**src/hw/irq_flags_pkg.sv**
```systemverilog
// Constants shared by the timer match interrupt flag block.
// Assumes one 40 MHz clock and an 8-bit register port with one-cycle strobes.
package irq_flags_pkg;

    // ************************************************************
    // Bus widths and counts
    // ************************************************************
    localparam int unsigned ADDR_W = 8;
    localparam int unsigned DATA_W = 8;
    localparam int unsigned TIMER_COUNT = 2;
    localparam int unsigned EVENT_COUNT = 4;

    // ************************************************************
    // Register offsets
    // ************************************************************
    localparam logic [7:0] TIMER0_CTRL_ADDR = 8'h00;
    localparam logic [7:0] TIMER1_CTRL_ADDR = 8'h01;
    localparam logic [7:0] MULTIFUNC_CTRL_ADDR = 8'h02;
    localparam logic [7:0] EVENT_STATUS_ADDR = 8'h03;
    localparam logic [7:0] EVENT_MASK_ADDR = 8'h04;

    // ************************************************************
    // Field positions of a timer match register
    // ************************************************************
    localparam int unsigned CMP_A_FLAG_BIT = 5;
    localparam int unsigned CMP_P_FLAG_BIT = 4;
    localparam int unsigned CMP_A_EN_BIT = 1;
    localparam int unsigned CMP_P_EN_BIT = 0;

    // ************************************************************
    // Field positions of the multi-function register
    // ************************************************************
    localparam int unsigned MF0_FLAG_BIT = 5;
    localparam int unsigned MF1_FLAG_BIT = 6;
    localparam int unsigned MF0_EN_BIT = 1;
    localparam int unsigned MF1_EN_BIT = 2;

    // ************************************************************
    // Implemented bits and reset values
    // ************************************************************
    localparam logic [7:0] TIMER_IMPL_MASK = 8'h33;
    localparam logic [7:0] MULTIFUNC_IMPL_MASK = 8'h66;
    localparam logic [7:0] EVENT_IMPL_MASK = 8'h0f;
    localparam logic [7:0] REG_RESET = 8'h00;
    localparam logic [7:0] READ_ZERO = 8'h00;

endpackage

```
**src/hw/event_status.sv**
```systemverilog
// Sticky event status, read-to-clear, with a mask and one level interrupt.
// Assumes single-cycle event pulses and a one-cycle read strobe.
`timescale 1ns/1ps
module event_status (
    input wire logic clk_i,
    input wire logic reset_n_i,
    input wire logic [3:0] event_i,
    input wire logic rd_clear_i,
    input wire logic mask_wr_i,
    input wire logic [3:0] wdata_i,
    output logic [3:0] status_o,
    output logic [3:0] mask_o,
    output logic irq_o
);

    typedef struct packed {
        logic [3:0] status;
        logic [3:0] mask;
    } state_type;

    state_type q;
    state_type d;

    // Clear on read, but an event in that same cycle survives
    always_comb begin
        d = q;
        d.status = (rd_clear_i ? 4'h0 : q.status) | event_i;
        if (mask_wr_i) begin
            d.mask = wdata_i;
        end
    end

    // State register
    always_ff @(posedge clk_i or negedge reset_n_i) begin
        if (!reset_n_i) begin
            q <= '0;
        end else begin
            q <= d;
        end
    end

    assign status_o = q.status;
    assign mask_o = q.mask;
    assign irq_o = |(q.status & q.mask);

endmodule // event_status

```
**src/hw/timer_match_irq_flags.sv**
```systemverilog
// Timer comparator match interrupt flags and enables, multi-function requests.
// Assumes synchronous match pulses and a one-cycle strobe register port.
//
// Function
// - Timer 0 comparator A match sets bit 5 of its match register.
// - Timer 0 comparator P match sets bit 4 of its match register.
// - Bit 1 of the timer 0 register enables the comparator A interrupt.
// - Timer 1 comparator A match sets bit 5 of its match register.
// - Timer 1 comparator P match sets bit 4 of its match register.
// - Bit 1 of the timer 1 register enables the comparator A interrupt.
// - Bits 7-6 and 3-2 of both match registers read zero, ignore writes.
// - A multi-function 0 request flag and enable exist, 1 meaning active.
//
// The address map and the address-and-strobe port were decided locally.
`timescale 1ns/1ps
module timer_match_irq_flags (
    input wire logic clk_i,
    input wire logic reset_n_i,
    input wire logic [7:0] addr_i,
    input wire logic [7:0] wdata_i,
    input wire logic wr_i,
    input wire logic rd_i,
    output logic [7:0] rdata_o,
    input wire logic t0_cmp_a_match_i,
    input wire logic t0_cmp_p_match_i,
    input wire logic t1_cmp_a_match_i,
    input wire logic t1_cmp_p_match_i,
    output logic multifunc0_request_o,
    output logic multifunc1_request_o,
    output logic irq_o
);

    // ************************************************************
    // State of the top level
    // ************************************************************
    typedef struct packed {
        logic [1:0] mf_flag;
        logic [1:0] mf_en;
        logic [1:0] mf_req;
        logic [7:0] rdata;
        logic irq;
    } state_type;

    state_type q;
    state_type d;

    // ************************************************************
    // Address decode
    // ************************************************************
    logic [1:0] timer_wr;
    logic mf_wr;
    logic mask_wr;
    logic status_rd;

    // Write strobes per register
    assign timer_wr[0] = wr_i && (addr_i == irq_flags_pkg::TIMER0_CTRL_ADDR);
    assign timer_wr[1] = wr_i && (addr_i == irq_flags_pkg::TIMER1_CTRL_ADDR);
    assign mf_wr = wr_i && (addr_i == irq_flags_pkg::MULTIFUNC_CTRL_ADDR);
    assign mask_wr = wr_i && (addr_i == irq_flags_pkg::EVENT_MASK_ADDR);
    // The status register clears on the read strobe itself
    assign status_rd = rd_i && (addr_i == irq_flags_pkg::EVENT_STATUS_ADDR);

    // ************************************************************
    // Timer match registers
    // ************************************************************
    logic [1:0] match_a;
    logic [1:0] match_p;
    logic [7:0] timer_rdata [2];
    logic [1:0] timer_req;

    // Gather match pulses per timer
    assign match_a = {t1_cmp_a_match_i, t0_cmp_a_match_i};
    assign match_p = {t1_cmp_p_match_i, t0_cmp_p_match_i};

    // One register instance per timer
    for (genvar t = 0; t < 2; t++) begin : gen_timer
        timer_match_regs u_regs (
            .clk_i(clk_i),
            .reset_n_i(reset_n_i),
            .wr_en_i(timer_wr[t]),
            .wdata_i(wdata_i),
            .cmp_a_match_i(match_a[t]),
            .cmp_p_match_i(match_p[t]),
            .rdata_o(timer_rdata[t]),
            .request_o(timer_req[t])
        );
    end

    // ************************************************************
    // Event status and interrupt
    // ************************************************************
    logic [3:0] ev_status;
    logic [3:0] ev_mask;
    logic ev_irq;

    // Raw match pulses feed the sticky status, independent of enables
    event_status u_events (
        .clk_i(clk_i),
        .reset_n_i(reset_n_i),
        .event_i({t1_cmp_p_match_i, t1_cmp_a_match_i, t0_cmp_p_match_i, t0_cmp_a_match_i}),
        .rd_clear_i(status_rd),
        .mask_wr_i(mask_wr),
        .wdata_i(wdata_i[3:0]),
        .status_o(ev_status),
        .mask_o(ev_mask),
        .irq_o(ev_irq)
    );

    // ************************************************************
    // Read views of the local registers
    // ************************************************************
    logic [7:0] mf_view;
    logic [7:0] status_view;
    logic [7:0] mask_view;

    // Multi-function register; unused bits read as zero
    always_comb begin
        mf_view = irq_flags_pkg::READ_ZERO;
        mf_view[irq_flags_pkg::MF0_FLAG_BIT] = q.mf_flag[0];
        mf_view[irq_flags_pkg::MF1_FLAG_BIT] = q.mf_flag[1];
        mf_view[irq_flags_pkg::MF0_EN_BIT] = q.mf_en[0];
        mf_view[irq_flags_pkg::MF1_EN_BIT] = q.mf_en[1];
    end

    // Status and mask sit in the low nibble
    assign status_view = {4'h0, ev_status};
    assign mask_view = {4'h0, ev_mask};

    // ************************************************************
    // Next state
    // ************************************************************
    // Multi-function flags: hardware set beats a software clear,
    // so a request landing in the clearing cycle is kept.
    // Limitation: the flag re-sets while a timer request stands, so
    // software must clear the timer flag before this one.
    always_comb begin
        d = q;
        if (mf_wr) begin
            d.mf_flag[0] = wdata_i[irq_flags_pkg::MF0_FLAG_BIT];
            d.mf_flag[1] = wdata_i[irq_flags_pkg::MF1_FLAG_BIT];
            d.mf_en[0] = wdata_i[irq_flags_pkg::MF0_EN_BIT];
            d.mf_en[1] = wdata_i[irq_flags_pkg::MF1_EN_BIT];
        end
        for (int i = 0; i < 2; i++) begin
            if (timer_req[i]) begin
                d.mf_flag[i] = 1'b1;
            end
        end
        // Gated request to the core; one cycle behind the flag
        d.mf_req = q.mf_flag & q.mf_en;
        d.irq = ev_irq;
        // Read data stands only in the cycle after the strobe
        d.rdata = irq_flags_pkg::READ_ZERO;
        if (rd_i) begin
            unique case (addr_i)
                irq_flags_pkg::TIMER0_CTRL_ADDR: begin
                    d.rdata = timer_rdata[0] & irq_flags_pkg::TIMER_IMPL_MASK;
                end
                irq_flags_pkg::TIMER1_CTRL_ADDR: begin
                    d.rdata = timer_rdata[1] & irq_flags_pkg::TIMER_IMPL_MASK;
                end
                irq_flags_pkg::MULTIFUNC_CTRL_ADDR: begin
                    d.rdata = mf_view & irq_flags_pkg::MULTIFUNC_IMPL_MASK;
                end
                irq_flags_pkg::EVENT_STATUS_ADDR: begin
                    d.rdata = status_view & irq_flags_pkg::EVENT_IMPL_MASK;
                end
                irq_flags_pkg::EVENT_MASK_ADDR: begin
                    d.rdata = mask_view & irq_flags_pkg::EVENT_IMPL_MASK;
                end
                default: begin
                    // Unmapped addresses answer zero
                    d.rdata = irq_flags_pkg::READ_ZERO;
                end
            endcase
        end
    end

    // ************************************************************
    // State register
    // ************************************************************
    always_ff @(posedge clk_i or negedge reset_n_i) begin
        if (!reset_n_i) begin
            q <= '0;
        end else begin
            q <= d;
        end
    end

    // Outputs straight from flip-flops
    assign rdata_o = q.rdata;
    assign multifunc0_request_o = q.mf_req[0];
    assign multifunc1_request_o = q.mf_req[1];
    assign irq_o = q.irq;
endmodule // timer_match_irq_flags

```
**src/hw/timer_match_regs.sv**
```systemverilog
// One timer's match register: two sticky request flags and two enables.
// Assumes one-cycle match pulses synchronous to clk_i.
`timescale 1ns/1ps
module timer_match_regs (
    input wire logic clk_i,
    input wire logic reset_n_i,
    input wire logic wr_en_i,
    input wire logic [7:0] wdata_i,
    input wire logic cmp_a_match_i,
    input wire logic cmp_p_match_i,
    output logic [7:0] rdata_o,
    output logic request_o
);

    typedef struct packed {
        logic a_flag;
        logic p_flag;
        logic a_en;
        logic p_en;
    } state_type;

    state_type q;
    state_type d;

    // ************************************************************
    // Next state: software write, then hardware set on top
    // ************************************************************
    always_comb begin
        d = q;
        if (wr_en_i) begin
            d.a_flag = wdata_i[irq_flags_pkg::CMP_A_FLAG_BIT];
            d.p_flag = wdata_i[irq_flags_pkg::CMP_P_FLAG_BIT];
            d.a_en = wdata_i[irq_flags_pkg::CMP_A_EN_BIT];
            d.p_en = wdata_i[irq_flags_pkg::CMP_P_EN_BIT];
        end
        // Set wins so a match in the clearing cycle is not lost
        if (cmp_a_match_i) begin
            d.a_flag = 1'b1;
        end
        if (cmp_p_match_i) begin
            d.p_flag = 1'b1;
        end
    end

    // State register
    always_ff @(posedge clk_i or negedge reset_n_i) begin
        if (!reset_n_i) begin
            q <= '0;
        end else begin
            q <= d;
        end
    end

    // Read view; unused pairs read as zero
    always_comb begin
        rdata_o = irq_flags_pkg::READ_ZERO;
        rdata_o[irq_flags_pkg::CMP_A_FLAG_BIT] = q.a_flag;
        rdata_o[irq_flags_pkg::CMP_P_FLAG_BIT] = q.p_flag;
        rdata_o[irq_flags_pkg::CMP_A_EN_BIT] = q.a_en;
        rdata_o[irq_flags_pkg::CMP_P_EN_BIT] = q.p_en;
    end

    // Request toward the multi-function flag
    assign request_o = (q.a_flag & q.a_en) | (q.p_flag & q.p_en);

endmodule // timer_match_regs

```
**config.mk**
```make
export PLATFORM = sky130hd
export DESIGN_NAME = timer_match_irq_flags
export DESIGN_NICKNAME = d
export VERILOG_FILES = /design/src/hw/irq_flags_pkg.sv /design/src/hw/event_status.sv /design/src/hw/timer_match_irq_flags.sv /design/src/hw/timer_match_regs.sv
export SDC_FILE = /design/constraint.sdc
export NUM_CORES = 1
export LEC_CHECK = 0
export BUFFER_PORTS_ARGS = -buffer_cell sky130_fd_sc_hd__buf_2
export CAP_MARGIN = 25
export CORE_MARGIN = 10
export CORE_UTILIZATION = 38
export DETAILED_ROUTE_END_ITERATION = 6
export GPL_ROUTABILITY_DRIVEN = 1
export GPL_TIMING_DRIVEN = 0
export SETUP_SLACK_MARGIN = 0.3
export SYNTH_ARGS = -nofsm -noshare
export SYNTH_HDL_FRONTEND = slang
export SYNTH_SLANG_ARGS = --single-unit
```
**constraint.sdc**
```tcl
create_clock -name clk_i -period 1.28 [get_ports clk_i]
set_input_delay 0.064 -clock clk_i [delete_from_list [all_inputs] [get_ports clk_i]]
set_output_delay 0.064 -clock clk_i [all_outputs]
set_load 0.01 [all_outputs]
```
[Word-level counts from Yosys, hierarchy flattened]
Cells that the tools add are included.
Storage, ports and cells
  logic and storage cells: 54
  bits of input ports: 24
  output and inout bits: 11
  register bits after elaboration: 31
Cells by class
  reductions and logical operators: 13
  bitwise logic cells: 9
  mux-type cells: 12
  equal/unequal tests: 4
Operator list (number)
  $pmux 7 s5: 1
  $eq 8x2->1 const B: 2
  $mux 4: 4
  $reduce_bool 2->1: 6
  $eq 8x1->1 const B: 1
  $eq 8x3->1 const B: 1
  $logic_not 8->1: 1
  $mux 8: 1
  $mux 1: 6
  $logic_and 1x1->1: 5
  $and 1x1->1: 4
  $and 4x4->4: 1
  $or 4x4->4: 1
  $reduce_or 4->1: 1
  $and 2x2->2: 1
  $or 1x1->1: 2

[Longest topological paths before layout]
Gate-level depths: netlist of run 1.
  word-level depth: 4
  depth in mapped cells: 4
  depth with buffers taken out: 3

[Hierarchy]
From an unflattened synthesis of run 1, not the netlist that was laid out.
Second synthesis, totals
  cells, all modules: 121
  area, all modules: 1440.1 µm²
Modules (own cells, without submodules)
  timer_match_irq_flags: times used 1, cells an instance 69, seq. area each 350.3 µm², area an instance 752.0 µm²
  timer_match_regs: times used 2, cells an instance 16, seq. area each 100.1 µm², area an instance 195.2 µm²
  event_status: times used 1, cells an instance 20, seq. area each 200.2 µm², area an instance 297.8 µm²

[Worst setup path before layout of run 1]
Ideal clock, no wire load.
  path type: input -> register
  from: input addr_i[3]
  to: register q, in the netlist mf_view[5]
  path buffers: 0
  stages: 3
  arrival: 1.010 ns
  data required time: 1.146 ns
  slack: 0.136 ns
  setup time: 0.134 ns
  path through: or4b_2 o31ai_1 nand3_1
On the way
  cells in the longest elaborated chain, start to end: 3
Ends and longest elaborated chain
  start: declaration: RTL line timer_match_irq_flags.sv:19  | input wire logic [7:0] addr_i,
  $eq 8x2->1: RTL line timer_match_irq_flags.sv:58  | assign mf_wr = wr_i && (addr_i == irq_flags_pkg::MULTIFUNC_CTRL_ADDR);
  $logic_and 1x1->1: RTL line timer_match_irq_flags.sv:58
  $reduce_bool 2->1 (no line)
  end signal: assignment: RTL line timer_match_irq_flags.sv:184  | q <= '0;
  end signal: assignment: RTL line timer_match_irq_flags.sv:186  | q <= d;
  end: declaration: RTL line timer_match_irq_flags.sv:44  | state_type q;
No other way between the ends.
A chain may end at the register's enable or synchronous reset.

==> impl_metrics.csv, run 1 <==
group,metric,value,unit
die,design.core.area,3440,µm²
clocking,clock_latency,0.28,ns
placed_design,dp.cells,190,
finish,fillers,302,
synthesis,synth_area_leaders,"dfrtp_1, mux2_2, mux2i_1, a22oi_1, nor2_1",
routing,ant_nets,0,
clocking,cts_sinks,30,
timing,period_share,82.1,%
die,ios,35,
power_and_ir_drop,powerDensity,1030,nW/µm²
clocking,cts_tree,"done",
clocking,cts_buffers,5,
critical_path,worstPathRequired,1.44,ns
synthesis,ys_dominant_reg_cell,"dfrtp_1",
global_route,grt_pass1_vias,1110,
clocking,root_buffer,"clkbuf_8",
timing,rsz0062_at_grt,"true",
synthesis,synth_edf_count,0,
routing,viasPerCell,5.24,
routing,drt_first_pass_iters,4,
power_and_ir_drop,comb_power_share,11.9,%
timing,finalHoldViolations,0,
synthesis,synth.top_cells.by_count,"dfrtp_1, mux2_2, nor2_1",
finish,final_cell_count_no_fill,212,
die,num_rows,21,
synthesis,yosysTopAreaCellShare,53.9,%
clocking,htree_levels,2,
die,die-area,6490,µm²
global_route,antenna_found_initial,0,
synthesis,syn_nets,138,
routing,wl,3.38,mm
routing,drc,0,
timing,worst_slew_pin_slew,0.640,ns
die,dieWidth,80.5,µm
timing,hold_ws,0.00436,ns
power_and_ir_drop,p_sw_share,22.7,%
outcome,outcome,"finished, final reports clean",
synthesis,syn_inst,114,
critical_path,crit_type,"flip-flop to flip-flop",
global_route,grt-ovfl-total,0,
critical_path,crit_arrival,1.21,ns
routing,via_count,1110,
timing,max_slew_margin,57.3,%
clocking,clockBufferDepth,2,
critical_path,cp_max_fo,2,
finish,final_nets,191,
synthesis,synth-seq-cells,30,
flow_run,maxCapViolCount,0,
placed_design,dp_hpwl,2.50,mm
routing,drt-wirelength-per-cell,16.0,µm
synthesis,synth_cell_types,31,
hold_path,min_path_type,"input pin to flip-flop",
die,die_h,80.5,µm
finish,layout-drive-gt1-share,50.0,%
power_and_ir_drop,p_switching,0.442,mW
power_and_ir_drop,cellLeakagePower,0.893,nW
placed_design,place_congestion,0.776,
die,initial_core_util,40.5,%
global_route,grtUsageTotal,11.0,%
power_and_ir_drop,intPower,1.50,mW
clocking,clk_pin_slew,0.06,ns
synthesis,syn_area_per_cell,12.2,µm²
timing,max_freq,952,MHz
finish,area_growth,35.9,%
power_and_ir_drop,power.share.clock,37.1,%
routing,drtIter0Drc,72,
synthesis,async_reset_ff_share,100,%
finish,num_antenna_cells,0,
placed_design,numPortBuffers,30,
timing,setup_violations,0,
synthesis,synth_most_common_cell,"dfrtp_1",
global_route,grt_pass1_wl,5.38,mm
synthesis,yosysSeqAreaShare,53.9,%
timing,drv_slew,0,
power_and_ir_drop,seqPwrFrac,51.0,%
global_route,grt_max_degree,31,
power_and_ir_drop,ir_drop,0.583,mV
critical_path,worstSetupEndpointType,"flip-flop",
synthesis,synth_top_area_cell,"dfrtp_1",
critical_path,critPathLaunchType,"flip-flop",
timing,final.min_clock_period,1.05,ns
synthesis,synthesis.area,1390,µm²
timing,finalClockSkew,0.00295,ns
synthesis,yosys_warnings,0,
## worst max-delay path: stages, from the launching register on
cell and delay (ns):
dfrtp_1 0.39, mux2_4 0.27, a22oi_2 0.19, a221oi_2 0.08
## path summary, 6_finish.rpt
kind | from | to | slack, ns | depth (start not counted)
max | gen_timer[1].u_regs.rdata_o[1] | rdata_o[1] | 0.23 | 3
min reg2reg | mf_view[1] | multifunc0_request_o | 0.52 | 1
max reg2reg | gen_timer[1].u_regs.rdata_o[1] | rdata_o[1] | 0.23 | 3
max in group asynchronous | reset_n_i | u_events.status_o[1] | 0.51 | 2
min | t1_cmp_p_match_i | u_events.status_o[3] | 0.004 | 2
min in group asynchronous | reset_n_i | mf_view[6] | 0.35 | 2
## layout make-up
type	instances	area [µm²]	area share [%]
buffer	4	37.5	1.98
sequential	30	751	39.7
multi-input combinational	78	662	35.0
tap	46	57.6	3.04
clock buffer	6	82.6	4.36
inverter	2	7.51	0.397
timing repair buffer	46	295	15.6
## per-layer routing
metal | GRT usage (%) | up-vias | wire [µm]
li1 | - | 524 | -
met1 | 11.9 | 545 | 1380
met2 | 17.6 | 35 | 1630
met3 | 5.35 | 6 | 307
met4 | 5.28 | 0 | 62
met5 | 0 | - | 0
## placed cells by master, fill, tap and decap left out, drive strengths merged, types with 2 or more instances in the layout
cell	Yosys	final
dlygate4sd3	0	2
o31ai	3	3
nor3b	2	2
buf	4	48
nand2	4	4
dfrtp	30	30
nand4	5	5
a21o	4	4
nor4b	2	2
a22oi	6	6
mux2	14	14
inv	2	2
clkbuf	0	6
nor2	13	13
nand3	4	4
and2	2	2
a32oi	2	2
mux2i	6	6
## stage by stage
step	setup WS, ns	total power [mW]	TNS, ns	instance area [µm²]	util [%]
3_5_place_dp	-0.160	1.21	-0.869	1620	47.2
2_1_floorplan	0.174	1.11	0	1420	-
3_3_place_gp	-0.165	1.21	-0.920	1620	47.2
5_1_grt	0.194	2.04	0	1890	55.0
6_report	0.229	1.95	0	1890	55.0
4_1_cts	0.239	1.97	0	1840	53.5
## power groups by stage
stage | combinational [mW] | clock (mW) | sequential, mW
floorplan | 0.103 | 0 | 1.01
global placement | 0.196 | 0 | 1.01
detailed placement | 0.199 | 0 | 1.01
CTS | 0.225 | 0.747 | 0.993
global route | 0.253 | 0.795 | 0.996
finish | 0.231 | 0.722 | 0.993
## kinds of logic (layout without fill, tap and decap cells)
kind of cell    Yosys count  in the layout  share of synthesized area [%]
simple gates             40             40                           17.7
mux                      20             20                           15.6
buf+inv                   6             58                           3.05
other cells               1              1                          0.269
flops                    30             30                           53.9
compound gates           17             17                           9.43
## state kept, by name, summed over array words and instances, names as in the netlist
register,cells
gen_timer.u_regs.rdata_o,8
rdata_o,7
mf_view,4
u_events.mask_o,4
u_events.status_o,4
irq_o,1
multifunc0_request_o,1
multifunc1_request_o,1
## timing repair
action / in CTS / in global routing
hold buffers: 2 / 0
pin swaps: 3 / 6
gates resized for setup: 10 / 4
endpoints found under the hold margin: 31 / 0
buffers inserted: 10 / 4
endpoints found under the setup margin: 14 / 15
(Power assumes the default switching activity.)
==> inputs of run 2 (changes only) <==
==> constraint.sdc (replaced) <==
create_clock -name clk_i -period 0.9 [get_ports clk_i]
set_input_delay 0.045 -clock clk_i [delete_from_list [all_inputs] [get_ports clk_i]]
set_output_delay 0.045 -clock clk_i [all_outputs]
set_load 0.01 [all_outputs]
==> run 2 against run 1 <==
Compared with the run above:
- the run now ends with negative hold slack, negative setup slack left
- register-to-register slack worse by 0.38 ns
- combinational power up 64%
- non-clock buffer count up 3
- sequential power up 43%
- clock skew up 0.00064 ns
- power up 48%
- core utilization up 4.0 points
- cell count up 2.4%
- hold slack worse by 0.22 ns
- die area unchanged
- fmax up 0.36%
- final area up 7.3%
- largest cell class unchanged
- highest routed layer unchanged
==> impl_metrics.csv, run 2 (synthesized netlist as in run 1, its figures left out) <==
group,metric,value,unit
routing,drtIter0Drc,52,
routing,drc,0,
routing,ant_nets,0,
placed_design,pre_cts_ws,-0.579,ns
die,die_h,80.5,µm
global_route,grt_pass1_vias,1226,
clocking,root_buffer,"clkbuf_8",
global_route,grtUsageTotal,11.7,%
die,dieWidth,80.5,µm
global_route,grt_max_degree,31,
timing,rsz0062_at_grt,"true",
global_route,grt-ovfl-total,0,
die,design.core.area,3440,µm²
finish,area_growth,45.9,%
flow_run,maxCapViolCount,0,
timing,drv_slew,0,
critical_path,endpoint,"rdata_o[1]",
timing,finalHoldViolations,35,
clocking,clockBufferDepth,2,
global_route,antenna_found_initial,0,
finish,layout-drive-gt1-share,56.1,%
power_and_ir_drop,powerDensity,1420,nW/µm²
routing,via_count,1079,
outcome,outcome,"finished, violations left",
critical_path,worstPathRequired,1.06,ns
global_route,grt_pass1_wl,5.90,mm
clocking,htree_levels,2,
power_and_ir_drop,ir_drop,0.881,mV
power_and_ir_drop,power.share.clock,37.6,%
power_and_ir_drop,comb_power_share,13.1,%
finish,num_antenna_cells,0,
placed_design,place_congestion,0.769,
timing,period_share,116,%
critical_path,r2r_end,"rdata_o[1]",
die,die-area,6490,µm²
critical_path,r2r_setup_slack,-0.15,ns
clocking,cts_sinks,30,
timing,finalClockSkew,0.00359,ns
timing,worst_slack,-0.147,ns
routing,drt-wirelength-per-cell,16.0,µm
power_and_ir_drop,cellLeakagePower,0.951,nW
finish,final_nets,194,
clocking,cts_buffers,5,
die,initial_core_util,40.5,%
critical_path,worstSetupEndpointType,"flip-flop",
timing,max_slew_margin,57.5,%
finish,final_common_cell,"dfrtp_1",
critical_path,worst-r2r-cell-count,3,
critical_path,crit_arrival,1.21,ns
critical_path,crit_type,"flip-flop to flip-flop",
finish,mostFrequentLayoutCells,"dfrtp_1, buf_2, buf_4, nor2_1, mux2_2",
routing,wl,3.47,mm
finish,largest_reg_flops,8,
critical_path,crit_path_start,"u_events.status_o[1]",
critical_path,cp_max_fo,2,
clocking,clock_latency,0.28,ns
clocking,clk_pin_slew,0.06,ns
timing,hold_ws,-0.217,ns
die,num_rows,21,
timing,final.min_clock_period,1.05,ns
hold_path,min_path_type,"input pin to async pin",
placed_design,dp_hpwl,2.51,mm
power_and_ir_drop,seqPwrFrac,49.2,%
timing,worst_slew_pin_slew,0.637,ns
die,ios,35,
timing,max_freq,955,MHz
finish,final_cell_area,2030,µm²
critical_path,r2r_start,"u_events.status_o[1]",
power_and_ir_drop,intPower,2.20,mW
power_and_ir_drop,p_sw_share,23.5,%
power_and_ir_drop,p_switching,0.676,mW
routing,viasPerCell,4.97,
outcome,violations,"negative hold slack, negative setup slack",
critical_path,critPathLaunchType,"flip-flop",
timing,setup_violations,18,
placed_design,placed_cell_area,1640,µm²
placed_design,numPortBuffers,30,
finish,fillers,276,
routing,drt_first_pass_iters,4,
clocking,cts_tree,"done",
==> run 2: cell type report <==
type	count	area, µm²	share of cell area [%]
Inverter	2	7.51	0.369
Sequential cell	30	751	36.9
Buffer	4	37.5	1.85
Timing Repair Buffer	49	365	18.0
Clock buffer	7	86.3	4.25
Multi-Input combinational cell	78	722	35.5
Clock inverter	1	5.00	0.246
Tap cell	46	57.6	2.83
==> run 2: power groups by stage <==
| stage | Sequential (mW) | Combinational (mW) | Clock [mW] |
|---|---|---|---|
| after floorplan | 1.44 | 0.152 | 0 |
| after global placement | 1.44 | 0.287 | 0 |
| after detailed placement | 1.44 | 0.293 | 0 |
| after CTS | 1.42 | 0.350 | 1.12 |
| after global routing | 1.42 | 0.414 | 1.21 |
| final | 1.42 | 0.378 | 1.08 |
==> run 2: worst max-delay path: stages, from the launching register on <==
cell,delay [ns]
dfrtp_1,0.39
mux2_4,0.27
a22oi_2,0.19
a221oi_2,0.08
==> run 2: repair_timing <==
action / 4_1_cts / 5_1_grt
resized for setup: 21 / 12
pin swaps: 10 / 9
setup buffers: 13 / 6
gates cloned: 0 / 0
setup endpoints to repair: 40 / 40
endpoints found under the hold margin: 35 / 33
==> run 2: layer usage <==
metal / vias up / global-route usage [%] / wire length, µm
met4: 0 / 3.70 / 30
met1: 517 / 14.1 / 1510
li1: 530 / - / -
met3: 2 / 5.46 / 270
met2: 30 / 17.9 / 1660
met5: - / 0 / 0
==> run 2: metrics by stage <==
step	TNS, ns	utilization (%)	instances	hold WS [ns]	power (mW)
6_report	-1.54	59.0	217	-0.217	2.88
5_1_grt	-2.24	59.0	217	-0.182	3.04
4_1_cts	-0.763	56.0	211	-0.206	2.88
3_5_place_dp	-9.16	47.6	190	0.104	1.73
3_3_place_gp	-8.76	47.6	190	0.101	1.72
2_1_floorplan	-1.97	-	114	-0.251	1.59
==> run 2: how the worst min path moves through the flow <==
stage	slack [ns]	cells past startpoint	from	endpoint
finish	-0.22	1	reset_n_i	mf_view[6]
global route	-0.18	1	reset_n_i	mf_view[5]
CTS	-0.21	1	reset_n_i	gen_timer[0].u_regs.rdata_o[1]
detailed placement	0.10	1	reset_n_i	mf_view[5]
global placement	0.10	1	reset_n_i	mf_view[5]
floorplan	-0.25	0	reset_n_i	gen_timer[0].u_regs.rdata_o[0]
==> inputs of run 3 (changes only) <==
==> constraint.sdc (replaced) <==
create_clock -name clk_i -period 1.3 [get_ports clk_i]
set_input_delay 0.065 -clock clk_i [delete_from_list [all_inputs] [get_ports clk_i]]
set_output_delay 0.065 -clock clk_i [all_outputs]
set_load 0.01 [all_outputs]
==> run 3 against run 2 <==
Compared with the run above:
- the run now ends clean
- power down 34%
- worst setup slack better by 0.35 ns
- clock skew down 0.0014 ns
- final area down 7.3%
- critical path type unchanged
- largest cell class unchanged
- largest power group unchanged
==> impl_metrics.csv, run 3 (synthesized netlist as in run 1, its figures left out) <==
group,metric,value,unit
outcome,outcome,"finished, final reports clean",
die,dieWidth,80.5,µm
global_route,antenna_found_initial,0,
timing,period_share,84.4,%
power_and_ir_drop,cellLeakagePower,0.879,nW
finish,post-route-util,54.7,%
routing,drt_first_pass_iters,4,
die,die_h,80.5,µm
clocking,cts_sinks,30,
die,ios,35,
timing,max_freq,911,MHz
global_route,grt_pass1_wl,5.60,mm
die,initial_core_util,40.5,%
critical_path,cp_max_fo,2,
die,design.core.area,3440,µm²
routing,viasPerCell,5.21,
routing,drc,0,
clocking,htree_levels,2,
timing,rsz0062_at_grt,"true",
global_route,grt_max_degree,31,
critical_path,worstSetupEndpointType,"flip-flop",
clocking,clockBufferDepth,2,
finish,final_cell_count_no_fill,208,
global_route,grt_pass1_vias,1178,
critical_path,crit_arrival,1.25,ns
power_and_ir_drop,powerDensity,1000,nW/µm²
global_route,grtUsageTotal,11.1,%
timing,finalHoldViolations,0,
critical_path,worstPathRequired,1.45,ns
finish,largest_reg_flops,8,
flow_run,maxCapViolCount,0,
finish,mostFrequentLayoutCells,"dfrtp_1, buf_2, buf_4, nor2_1, mux2_2",
routing,drtIter0Drc,80,
clocking,clock_latency,0.27,ns
placed_design,numPortBuffers,30,
timing,finalClockSkew,0.00223,ns
critical_path,critPathLaunchType,"flip-flop",
finish,layout-drive-gt1-share,50.0,%
finish,final_common_cell,"dfrtp_1",
timing,max_slew_margin,56.0,%
placed_design,dp_hpwl,2.47,mm
power_and_ir_drop,ir_drop,0.581,mV
die,num_rows,21,
timing,worst_slew_pin_slew,0.659,ns
timing,drv_slew,0,
routing,ant_nets,0,
hold_path,min_path_type,"input pin to flip-flop",
clocking,root_buffer,"clkbuf_8",
routing,drt-wirelength-per-cell,16.8,µm
timing,setup_violations,0,
finish,area_growth,35.2,%
global_route,grt-ovfl-total,0,
timing,final.min_clock_period,1.10,ns
routing,via_count,1083,
timing,hold_ws,0.0192,ns
finish,final_nets,186,
clocking,cts_buffers,5,
critical_path,crit_type,"flip-flop to flip-flop",
routing,wl,3.50,mm
placed_design,dp.cells,190,
placed_design,place_congestion,0.778,
clocking,cts_tree,"done",
die,die-area,6490,µm²
clocking,clk_pin_slew,0.06,ns
finish,num_antenna_cells,0,
## run 3: metrics by stage
step | power, mW | cell area (µm²) | setup WS, ns | TNS (ns)
5_1_grt | 1.98 | 1880 | 0.167 | 0
3_5_place_dp | 1.19 | 1620 | -0.141 | -0.664
2_1_floorplan | 1.10 | 1420 | 0.193 | 0
6_report | 1.89 | 1880 | 0.203 | 0
4_1_cts | 1.88 | 1810 | 0.250 | 0
3_3_place_gp | 1.19 | 1620 | -0.147 | -0.736
## run 3: what timing repair did
| item | in CTS | in global routing |
|---|---|---|
| cloned | 0 | 0 |
| endpoints found under the setup margin | 11 | 17 |
| hold buffers | 1 | 0 |
| buffers inserted | 9 | 1 |
| pin swaps | 4 | 6 |
| endpoints found under the hold margin | 30 | 0 |
| resized for setup | 8 | 15 |
## run 3: cell type report
type / instances / area (µm²)
plain buffers: 4 / 37.5
clock buffers: 7 / 76.3
fillers: 299 / 1560
inverters: 2 / 7.51
multi-input cells: 78 / 698
flip-flops and latches: 30 / 751
well taps: 46 / 57.6
repair buffers: 41 / 255
## run 3: per-layer routing
metal / GRT usage, % / wire length [µm]
met5: 0 / 0
met2: 17.7 / 1650
met4: 4.75 / 59
met3: 3.79 / 275
met1: 13.1 / 1520
## run 3: power breakdown
part	internal [mW]	total [mW]	switching (mW)
sequential	0.961	0.979	0.0178
clock	0.367	0.671	0.304
combinational	0.116	0.237	0.121
total	1.44	1.89	0.442
## run 3: worst paths after layout
path / startpoint / to / slack (ns) / cells after the start
min reg2reg: mf_view[1] / multifunc0_request_o / 0.51 / 1
max in group asynchronous: reset_n_i / u_events.status_o[0] / 0.51 / 2
min: t0_cmp_p_match_i / u_events.status_o[1] / 0.02 / 2
min in group asynchronous: reset_n_i / rdata_o[5] / 0.36 / 2
max: gen_timer[1].u_regs.rdata_o[1] / rdata_o[1] / 0.20 / 3
max reg2reg: gen_timer[1].u_regs.rdata_o[1] / rdata_o[1] / 0.20 / 3
## run 3: critical path, cell delays in order (launching register included)
cell and delay (ns):
dfrtp_1 0.39, mux2_4 0.28, a22oi_2 0.21, a221oi_2 0.08
